[src/core/dac_board_regs.vh]
// constants for the dac board select and update configuration logic
`ifndef DAC_BOARD_REGS_VH
`define DAC_BOARD_REGS_VH

// register byte offsets (ahb-lite, one aligned word each)
`define CTRL_OFF           8'h00
`define CHAN_BASE_OFF      8'h40
`define CHAN_LAST_OFF      8'h7C
`define CFG_OFF            8'h04
`define VME_ADDR_OFF       8'h08
`define VME_CYCLE_OFF      8'h0C
`define STATUS_OFF         8'h10
`define OUT_LO_OFF         8'h14
`define OUT_HI_OFF         8'h18

// control word fields
`define CTRL_ENABLE_BIT    15
`define CTRL_UPDATE_BIT    9
`define CTRL_CONNECTOR_BIT 8
`define CTRL_RESET         16'h0000

// short i/o address modifier codes
`define AM_SHORT_SUPER     6'h2D
`define AM_SHORT_USER      6'h29

// factory base address: low 16 bits of ff0060h; bits 4..0 are channel offset
`define BASE_FACTORY       16'h0060
`define SWITCH_MASK        16'hFFE0
`define CHAN_ADDR_LSB      1
`define CHAN_ADDR_MSB      4

// hclk at 125 mhz; channel word width
`define CHAN_WIDTH         12
`define NUM_CHANNELS       16
`define NUM_GROUPS         4
`define CFG_RESET          32'h0000_0060

`endif

[src/core/dac_board_select.v]
// bus select, privilege decode and update control of a 16-channel dac board
//
// Summary of operation
// - switch on needs zero, off needs one
// - select only when all assigned bits match
// - decode only in short i/o space
// - jumper absent supervisory, installed non-privileged
// - group without jumper updates on write
// - group with jumper holds until update
// - external trigger acts only when enabled
// - one isolation switch per channel
// - factory base address ff0060h
// - control bit 15 enables analog outputs
// - control update word converts the channels of groups with jumper installed
`timescale 1ns/1ps
`include "dac_board_regs.vh"
module dac_board_select #(
    parameter W = `CHAN_WIDTH
) (
    input  wire         hclk,
    input  wire         hresetn,
    input  wire         hsel,
    input  wire [31:0]  haddr,
    input  wire [1:0]   htrans,
    input  wire         hwrite,
    input  wire [2:0]   hsize,
    input  wire [31:0]  hwdata,
    input  wire         hready,
    output wire [31:0]  hrdata,
    output wire         hreadyout,
    output wire         hresp,
    input  wire [6:0]   low_address_select_switch,
    input  wire [8:0]   high_address_select_switch,
    input  wire         privilege_select_jumper,
    input  wire [3:0]   update_config_jumper_block,
    input  wire         ext_trigger_enable_jumper,
    input  wire         ext_trigger,
    output wire [15:0]  isolation_switch_closed,
    output wire         outputs_enabled,
    output wire [16*W-1:0] analog_output_connector
);
    ////////////////////////////////////////////////////////////////////////
    // pin synchronisers: jumpers, switches and trigger are asynchronous
    // cleared at reset to the idle trigger level, so no false edge follows reset
    localparam PW = 7 + 9 + 1 + 4 + 1 + 1;
    wire [PW-1:0] pins_raw = {low_address_select_switch, high_address_select_switch,
                              privilege_select_jumper, update_config_jumper_block,
                              ext_trigger_enable_jumper, ext_trigger};
    reg  [PW-1:0] pins_meta_q;
    reg  [PW-1:0] pins_q;
    always @(posedge hclk or negedge hresetn) begin
        if (!hresetn) begin
            pins_meta_q <= {PW{1'b0}};
            pins_q      <= {PW{1'b0}};
        end else begin
            pins_meta_q <= pins_raw;
            pins_q      <= pins_meta_q;
        end
    end
    wire [6:0] sw_low   = pins_q[PW-1 -: 7];
    wire [8:0] sw_high  = pins_q[PW-8 -: 9];
    wire       priv_jmp = pins_q[6];
    wire [3:0] grp_jmp  = pins_q[5:2];
    wire       trig_en  = pins_q[1];
    wire       trig_s   = pins_q[0];

    ////////////////////////////////////////////////////////////////////////
    // registers
    reg  [15:0] ctrl_q;
    reg  [15:0] vme_addr_q;
    reg  [5:0]  vme_am_q;
    reg         vme_write_q;
    reg  [15:0] vme_data_q;
    reg         vme_strobe_q;
    reg         selected_q;
    reg         trig_prev_q;
    reg  [7:0]  miss_q;
    // miss_q wraps at 255: a debug count, not an error flag

    // ahb data phase state
    reg         dph_q;
    reg         dph_write_q;
    reg  [7:0]  dph_addr_q;
    reg  [31:0] rdata_q;

    wire take = hsel && hready && htrans[1];
    assign hreadyout = 1'b1;
    assign hresp     = 1'b0;
    assign hrdata    = rdata_q;

    ////////////////////////////////////////////////////////////////////////
    // channel words from the four groups, flattened and indexed
    wire [16*W-1:0] applied_bus;
    wire [16*W-1:0] held_bus;
    wire [W-1:0]    applied [0:15];
    wire [W-1:0]    held    [0:15];

    ////////////////////////////////////////////////////////////////////////
    // backplane cycle decode, emulated as a register-driven cycle
    // switch on (=1 here) demands a zero on the address line
    wire [15:0] switch_expect = {~sw_high, ~sw_low[6:5], 5'b0_0000};
    wire        addr_match = ((vme_addr_q ^ switch_expect) & `SWITCH_MASK) == 16'h0000;
    wire [5:0]  am_wanted  = priv_jmp ? `AM_SHORT_USER : `AM_SHORT_SUPER;
    // only the short i/o code chosen by the jumper matches; any other modifier is ignored
    wire        am_match   = (vme_am_q == am_wanted);
    wire        board_sel  = addr_match && am_match;
    wire [3:0]  chan_idx   = vme_addr_q[`CHAN_ADDR_MSB:`CHAN_ADDR_LSB];
    // offset zero is shared: channel 0 on data writes after control unless control form
    wire        ctrl_form  = vme_data_q[`CTRL_ENABLE_BIT] && vme_data_q[14];
    wire        ctrl_wr    = vme_strobe_q && board_sel && vme_write_q && chan_idx == 4'h0
                             && ctrl_form;
    wire        chan_wr    = vme_strobe_q && board_sel && vme_write_q && !ctrl_wr;

    // decode runs a cycle after the data phase, from registered copies only
    wire        sw_update  = ctrl_wr && vme_data_q[`CTRL_UPDATE_BIT];
    wire        trig_rise  = trig_s && !trig_prev_q;
    wire        ext_update = trig_en && trig_rise;
    wire        update     = sw_update || ext_update;

    always @(posedge hclk or negedge hresetn) begin
        if (!hresetn) begin
            ctrl_q       <= `CTRL_RESET;
            vme_addr_q   <= `BASE_FACTORY;
            vme_am_q     <= `AM_SHORT_SUPER;
            vme_write_q  <= 1'b0;
            vme_data_q   <= 16'h0000;
            vme_strobe_q <= 1'b0;
            selected_q   <= 1'b0;
            trig_prev_q  <= 1'b0;
            miss_q       <= 8'h00;
            dph_q        <= 1'b0;
            dph_write_q  <= 1'b0;
            dph_addr_q   <= 8'h00;
            rdata_q      <= 32'h0000_0000;
        end else begin
            trig_prev_q  <= trig_s;
            vme_strobe_q <= 1'b0;
            if (vme_strobe_q) begin
                selected_q <= board_sel;
                if (!board_sel) begin
                    miss_q <= miss_q + 8'h01;
                end
            end
            if (ctrl_wr) begin
                ctrl_q <= vme_data_q;
            end
            dph_q       <= take;
            dph_write_q <= hwrite;
            dph_addr_q  <= haddr[7:0];
            if (dph_q && dph_write_q) begin
                case (dph_addr_q)
                    `VME_ADDR_OFF: begin
                        vme_addr_q <= hwdata[15:0];
                        vme_am_q   <= hwdata[21:16];
                    end
                    `VME_CYCLE_OFF: begin
                        vme_data_q   <= hwdata[15:0];
                        vme_write_q  <= hwdata[16];
                        vme_strobe_q <= 1'b1;
                    end
                    default: begin
                    end
                endcase
            end
            if (take && !hwrite) begin
                case (haddr[7:0])
                    `CTRL_OFF:      rdata_q <= {16'h0000, ctrl_q};
                    `CFG_OFF:       rdata_q <= {5'h00, miss_q, trig_en, grp_jmp, priv_jmp,
                                                sw_high, sw_low[6:5],
                                                2'b00};
                    `VME_ADDR_OFF:  rdata_q <= {10'h000, vme_am_q, vme_addr_q};
                    `VME_CYCLE_OFF: rdata_q <= {15'h0000, vme_write_q, vme_data_q};
                    `STATUS_OFF:    rdata_q <= {28'h000_0000, selected_q, board_sel,
                                                am_match, addr_match};
                    default: begin
                        if (haddr[7:6] == 2'b01) begin
                            rdata_q <= {{(32-W){1'b0}}, applied[haddr[5:2]]};
                        end else if (haddr[7:6] == 2'b10) begin
                            // held words let software see a delayed load before the update
                            rdata_q <= {{(32-W){1'b0}}, held[haddr[5:2]]};
                        end else begin
                            rdata_q <= 32'h0000_0000;
                        end
                    end
                endcase
            end
        end
    end

    ////////////////////////////////////////////////////////////////////////
    // four channel groups; jumper installed selects delayed mode
    genvar g;
    generate
        for (g = 0; g < `NUM_GROUPS; g = g + 1) begin : g_grp
            dac_channel_group #(.W(W)) u_grp (
                .hclk          (hclk),
                .hresetn       (hresetn),
                .delayed_mode  (grp_jmp[g]),
                .load_en       (chan_wr && chan_idx[3:2] == g),
                .load_idx      (chan_idx[1:0]),
                .load_data     (vme_data_q[W-1:0]),
                .update        (update),
                .held_words    (held_bus[g*4*W +: 4*W]),
                .applied_words (applied_bus[g*4*W +: 4*W])
            );
        end
        for (g = 0; g < 16; g = g + 1) begin : g_map
            assign applied[g] = applied_bus[g*W +: W];
            assign held[g]    = held_bus[g*W +: W];
        end
    endgenerate

    ////////////////////////////////////////////////////////////////////////
    // switches close only when enabled and routed there; the connector always carries the applied words
    // control bits 15 and 8 drive all sixteen switches, so they always move together
    assign outputs_enabled = ctrl_q[`CTRL_ENABLE_BIT];
    wire   route_conn      = outputs_enabled && ctrl_q[`CTRL_CONNECTOR_BIT];
    assign isolation_switch_closed = {16{route_conn}};
    assign analog_output_connector = applied_bus;
endmodule // dac_board_select

[src/core/dac_channel_group.v]
// one bank of four dac channels with immediate or delayed update
`timescale 1ns/1ps
module dac_channel_group #(
    parameter W = 12
) (
    input  wire           hclk,
    input  wire           hresetn,
    input  wire           delayed_mode,
    input  wire           load_en,
    input  wire [1:0]     load_idx,
    input  wire [W-1:0]   load_data,
    input  wire           update,
    output wire [4*W-1:0] held_words,
    output wire [4*W-1:0] applied_words
);
    reg [W-1:0] hold_q [0:3];
    reg [W-1:0] out_q  [0:3];
    genvar i;
    generate
        for (i = 0; i < 4; i = i + 1) begin : g_ch
            always @(posedge hclk or negedge hresetn) begin
                if (!hresetn) begin
                    hold_q[i] <= {W{1'b0}};
                    out_q[i]  <= {W{1'b0}};
                end else begin
                    if (load_en && load_idx == i) begin
                        hold_q[i] <= load_data;
                    end
                    if (!delayed_mode && load_en && load_idx == i) begin
                        out_q[i] <= load_data;
                    end else if (delayed_mode && update) begin
                        // a write in the update cycle is held, the old held word applies
                        out_q[i] <= hold_q[i];
                    end
                end
            end
            assign held_words[i*W +: W]    = hold_q[i];
            assign applied_words[i*W +: W] = out_q[i];
        end
    endgenerate
endmodule // dac_channel_group

[config.mk]
export PLATFORM = sky130hd
export DESIGN_NAME = dac_board_select
export DESIGN_NICKNAME = d
export VERILOG_FILES = /design/src/core/dac_board_select.v /design/src/core/dac_channel_group.v
export VERILOG_INCLUDE_DIRS = /design/src /design/src/core
export SDC_FILE = /design/constraint.sdc
export NUM_CORES = 1
export LEC_CHECK = 0
export ABC_AREA = 1
export BUFFER_PORTS_ARGS = -buffer_cell sky130_fd_sc_hd__buf_4
export CORE_UTILIZATION = 30
export DETAILED_ROUTE_END_ITERATION = 10
export GPL_TIMING_DRIVEN = 0
export PLACE_DENSITY = 0.46
export REMOVE_ABC_BUFFERS = 1
export SLEW_MARGIN = 30
export SYNTH_ARGS = -nofsm -noshare
export SYNTH_HDL_FRONTEND = slang
export SYNTH_SLANG_ARGS = --single-unit
[constraint.sdc]
create_clock -name hclk -period 4.4 [get_ports hclk]
set_input_delay 0.44 -clock hclk [delete_from_list [all_inputs] [get_ports hclk]]
set_output_delay 0.44 -clock hclk [all_outputs]
set_load 0.01 [all_outputs]
==> results.ini, run 1 <==
[timing]
holdWs_ns=0.04295
rsz0062_at_grt=no
tightest_slew_ns=1.025
worst_clock_skew_ns=0.02981
slew_headroom=0.3159
slew_viol_final=0
min_period_ns=4.062
fin_crit_sh=0.9232
hold_viol_final=0
setup_tns_ns=0
setup-violations-final=0
fmax_ghz=0.2462
setup_ws_ns=0.3380

[setup_path]
cp_data_required_time_ns=4.97
endpoint_kind=flip-flop
crit_fanout=100
crit_arrival_ns=4.63
reg2reg_from=vme_am_q[3]
crit_type=flip-flop to flip-flop
r2r_cells=10
reg2reg_to=g_grp[2].u_grp.applied_words[2]
timing.reg2reg.setup_slack_ns=0.34
startpoint_type=flip-flop

[worst_hold_path]
hold_end=vme_am_q[4]
hold_path_startpoint=hwdata[20]
hold_class=primary input to flip-flop
hold_depth=2

[floorplan]
die_h_um=292.9
core_area_um2=83690
io_pins=340
start_util=0.3034
dieArea_um2=85790
die_w_um=292.9
placementRows=106

[layout]
stdcell_area_um2=31010
nNetsFinal=3212
drive_above_1_share=0.1648
final_cell_count_no_fill=4297
post-route-util=0.3705
syn2layout_area_growth_pct=22.14

[clocking]
cts_inserted_buffers=60
cts_sinks=523
htree_num_levels=2
clk_path_buf_depth=3
worstSkewPairLatency_ns=0.66
cts_tree=yes
clkTransAtPathRegs_ns=0.06
cts-root-buf=clkbuf_16

[synthesis]
avgSynthCellArea_um2=8.556
synth-compound-area-share=0.1163
yosys_warnings=0
synth-simple-area-share=0.2804
synth-xor-area-share=0.002760
ys.flop_type=dfrtp_1
muxShareOfSynthArea=0.001331
synthAdderAreaFrac=0.0004929
synth_area_leaders=dfrtp_1 (51%), nand3_1 (12%), nand2_1 (10%)
ys_seq_area_frac=0.5158
yosysMostFrequentCell=nand2_1
syn_inst=2967
ys_ff_latch=523
ys_top_cells_by_count=nand2_1 (691), nand3_1 (594), dfrtp_1 (517)
async_flop_share=1.000
netlist-cell-type-count=49
yosysTopAreaCell=dfrtp_1
syn-cell-area_um2=25390
synth_top_family_by_area=simple AND/OR/NAND/NOR gates
netlist.area_leader.share=0.5096
synth_edf_count=0

[route]
dr.pass1.iters=9
via_count=23620
final_antenna_net_count=0
wl_um=109200
drcViolationCount=0
avgRoutedWirePerCell_um=25.40
viasPerCell=5.496
drt_iter0_drc=2437

[pwr]
vdd_drop_max_mv=0.2862
p_total_mw=10.93
power_density_nw_per_um2=352.5
p_leak_nw=14.51

[global_routing]
grt_pass1_wl_um=158800
grt_usage=0.2503
globalRouteOverflowTotal=0
antenna_found_initial=0
grt_max_degree=101
grt_pass1_vias=22850

[placement]
dp_hpwl_um=71660
dpl_cell_area_um2=28620
io_buffers=289
numPlacedInstances=4158
dpl_worst_slack_ns=0.2348
routabilityCongestion=0.8489

[run]
cap_violations=0

[status]
status=completed

layer usage:
| metal | wire (µm) | up-vias | global-route usage |
|---|---|---|---|
| li1 | - | 10520 | - |
| met1 | 46780 | 11820 | 0.3392 |
| met2 | 48940 | 1070 | 0.3853 |
| met3 | 8474 | 198 | 0.05234 |
| met4 | 4952 | 0 | 0.1079 |
| met5 | 0 | - | 0 |
worst max-delay path, stage by stage (launching register included):
cell and delay [ns]:
dfstp_2 0.51, inv_1 0.06, nor3_1 0.24, nand4_1 0.34, nor2_8 0.33, nand4_4 0.16, nand2_8 0.55, nand2_4 0.56
inv_2 0.83, nand2_1 0.21, nand3_1 0.16
power by group:
group	switching (mW)	leakage [nW]	total [mW]	internal, mW
Sequential	0.0712	6.99	4.93	4.86
Combinational	0.458	6.51	0.647	0.188
Clock	2.17	1.01	5.35	3.18
flip-flops by register name (all words and copies together) (netlist names), 6 cells and up:
| register | cells |
|---|---|
| vme_am_q | 6 |
| vme_addr_q | 16 |
| pins_q | 18 |
| miss_q | 8 |
| pins_meta_q | 18 |
| dph_addr_q | 8 |
| g_grp.u_grp.applied_words | 192 |
| g_grp.u_grp.held_words | 192 |
| vme_data_q | 16 |
| ctrl_q | 16 |
| hrdata | 27 |
worst max path at each step:
| stage | start | end | cells after the start |
|---|---|---|---|
| detailed placement | vme_am_q[3] | g_grp[3].u_grp.applied_words[14] | 10 |
| floorplan | haddr[2] | hrdata[13] | 8 |
| finish | vme_am_q[3] | g_grp[2].u_grp.applied_words[2] | 10 |
| global placement | haddr[2] | hrdata[10] | 9 |
| CTS | vme_am_q[3] | g_grp[3].u_grp.applied_words[6] | 10 |
| global route | vme_am_q[3] | g_grp[2].u_grp.applied_words[6] | 10 |
cell families (layout without fill, tap and decap cells):
kind of cell | after synthesis | in the layout
AOI/OAI and AO/OA | 479 | 479
xor gates and xnor gates | 8 | 8
adders and majority gates | 1 | 1
buffers and inverters | 442 | 632
DFF | 523 | 523
muxes | 3 | 3
other | 2 | 8
and+or+nand+nor | 1509 | 1509
timing repair:
action / 4_1_cts / 5_1_grt
hold endpoints to repair: 77 / 0
resized for setup: 0 / 1
endpoints found under the setup margin: 0 / 1
hold buffers: 26 / 0
buffers inserted: 0 / 0
cell type report:
cell class / count / area (µm²)
Multi-Input combinational cell: 2007 / 10320
Clock buffer: 91 / 1779
Clock inverter: 19 / 289.0
Timing Repair Buffer: 356 / 3451
Sequential cell: 523 / 13120
Inverter: 166 / 633.1
Fill cell: 8600 / 52680
Antenna cell: 1 / 2.502
Tap cell: 1134 / 1419
layout by cell type (no fill, tap or decap), types with 8 or more instances in the layout:
cell type	instances
clkbuf_1	16
dlygate4sd3_1	26
nand3_1	592
a21oi_1	21
o211ai_1	26
nor2_4	14
clkbuf_16	61
dfrtp_1	503
inv_1	149
o21ai_0	136
a41oi_1	11
inv_2	11
nand2_1	687
o21ai_1	120
o221ai_1	25
buf_16	32
nor2_1	39
dfrtp_2	13
buf_4	291
a22oi_1	101
nand4_1	130
clkbuf_8	14
clkinv_2	10
nand2_4	12
a31oi_1	9
nand3_4	8
Note: power is estimated with default switching activity, not from simulation.
==> run 2: changes to the inputs <==
Settings changed: CORE_UTILIZATION 30 to 47, PLACE_DENSITY 0.46 to 0.66.
==> run 2 against run 1 <==
  * Sequential power about the same
  * Largest cell class unchanged
  * Critical endpoint is now g_grp[3].u_grp.applied_words[26]
  * First-iteration DRC count grew 41%
  * Clock power is 4.5% lower
==> results.ini, run 2 (synthesis results as in run 1) <==
[layout]
final_cell_mix=nand2_1 (687), nand3_1 (592), dfrtp_1 (505)
post-route-util=0.5726
syn2layout_area_growth_pct=19.48
drive_above_1_share=0.1653
diodes=0
final_common_cell=nand2_1
nNetsFinal=3206

[placement]
io_buffers=289
dp_hpwl_um=60650
routabilityCongestion=0.8811

[timing]
slew_viol_final=0
setup-violations-final=0
worst_clock_skew_ns=0.02375
fin_crit_sh=0.9381
slew_headroom=0.2393
holdWs_ns=0.03015
fmax_ghz=0.2423
hold_viol_final=0
rsz0062_at_grt=no
tightest_slew_ns=1.129
min_period_ns=4.127

[floorplan]
die_h_um=234.4
die_w_um=234.4
dieArea_um2=54950
placementRows=84
core_area_um2=52970
io_pins=340
start_util=0.4793

[setup_path]
reg2reg_from=vme_addr_q[2]
worstPathCellList=nor2_4 -> nand2_1 -> nor3_4 -> nand4_4 -> nand2_8 -> nand2_4 -> inv_2 -> nand2_1 -> nand3_1
cp_data_required_time_ns=4.95
crit_start=vme_addr_q[2]
crit_arrival_ns=4.67
crit_fanout=100
crit_type=flip-flop to flip-flop
cpPeakStageDelay_ns=0.83
endpoint_kind=flip-flop
crit_top_cell=nand2_1
slowest_stage=inv_2
startpoint_type=flip-flop

[pwr]
p_total_mw=10.66
power_frac_clock=0.479
seq_power_share=0.462
intPower_mw=8.114
sw_frac_of_total=0.2387
p_leak_nw=14.47
comb_power_share=0.059
switching_power_mw=2.544
vdd_drop_max_mv=0.3146
power_density_nw_per_um2=351.4

[global_routing]
globalRouteOverflowTotal=0
grt_pass1_vias=22350
grt_pass1_wl_um=139400
grt_max_degree=101
antenna_found_initial=0
grt_usage=0.3410

[clocking]
cts_setup_buffers=0
worstSkewPairLatency_ns=0.63
cts_sinks=523
cts_inserted_buffers=57
cts-root-buf=clkbuf_16
clk_path_buf_depth=3
htree_num_levels=2
clkTransAtPathRegs_ns=0.06
cts_tree=yes

[route]
final_antenna_net_count=0
drt_iter0_drc=3432
dr.pass1.iters=8
wl_um=94160
drcViolationCount=0
via_count=23840
avgRoutedWirePerCell_um=24.49
viasPerCell=6.199

[worst_hold_path]
hold_path_startpoint=haddr[2]
hold_class=primary input to flip-flop

[status]
status=completed

[run]
cap_violations=0

==> run 2: area by class of cell <==
type | count | area [µm²]
Inverter | 166 | 631.9
Clock inverter | 25 | 291.5
Fill cell | 4730 | 22640
Clock buffer | 83 | 1727
Sequential cell | 523 | 13110
Multi-Input combinational cell | 2007 | 10310
Tap cell | 688 | 860.8
Timing Repair Buffer | 353 | 3397
==> run 2: power groups by stage <==
stage / Sequential [mW] / Combinational, mW / Clock, mW
floorplan: 4.99 / 0.181 / 0
global placement: 5.01 / 0.493 / 0
detailed placement: 5.01 / 0.594 / 0
CTS: 4.92 / 0.614 / 5.14
global route: 4.92 / 0.665 / 5.34
finish: 4.92 / 0.626 / 5.11
==> run 2: worst max-delay path: cells and delay by family (launching register included) <==
kind	cells	cell delay [ns]
buffers and inverters	1	0.83
DFF	1	0.49
and+or+nand+nor	8	2.61
==> run 2: worst paths after layout <==
check                                                         to  slack, ns  cells after the start
worst max register to register  g_grp[3].u_grp.applied_words[26]       0.27                      9
min in group asynchronous        g_grp[2].u_grp.applied_words[8]       0.34                      2
worst max-delay path            g_grp[3].u_grp.applied_words[26]       0.27                      9
max in group asynchronous           g_grp[3].u_grp.held_words[4]       2.57                      5
worst min register to register                         pins_q[7]       0.35                      0
worst min-delay path                               dph_addr_q[2]       0.03                      1
==> run 2: stage by stage <==
stage	std cells	area, µm²	TNS, ns	worst slack [ns]
after floorplan	2696	23930	-15.59	-0.7912
after global routing	3845	30330	0	0.09566
after global placement	3673	26960	-2304.51	-6.859
after detailed placement	3712	28050	0	0.03692
after CTS	3845	30310	0	0.006401
final	3845	30330	0	0.2726
==> run 2: metal layers <==
layer  share of wire  vias up  global-route usage
met4           0.053        0              0.1730
li1                -    10490                   -
met5               0        -                   0
met1            0.40    11620              0.4765
met3            0.12      219             0.09145
met2            0.43     1506              0.4864
==> run 2: repair_timing <==
item / in CTS / in global routing
endpoints found under the hold margin: 85 / 0
hold buffers: 25 / 0
gates resized for setup: 0 / 0
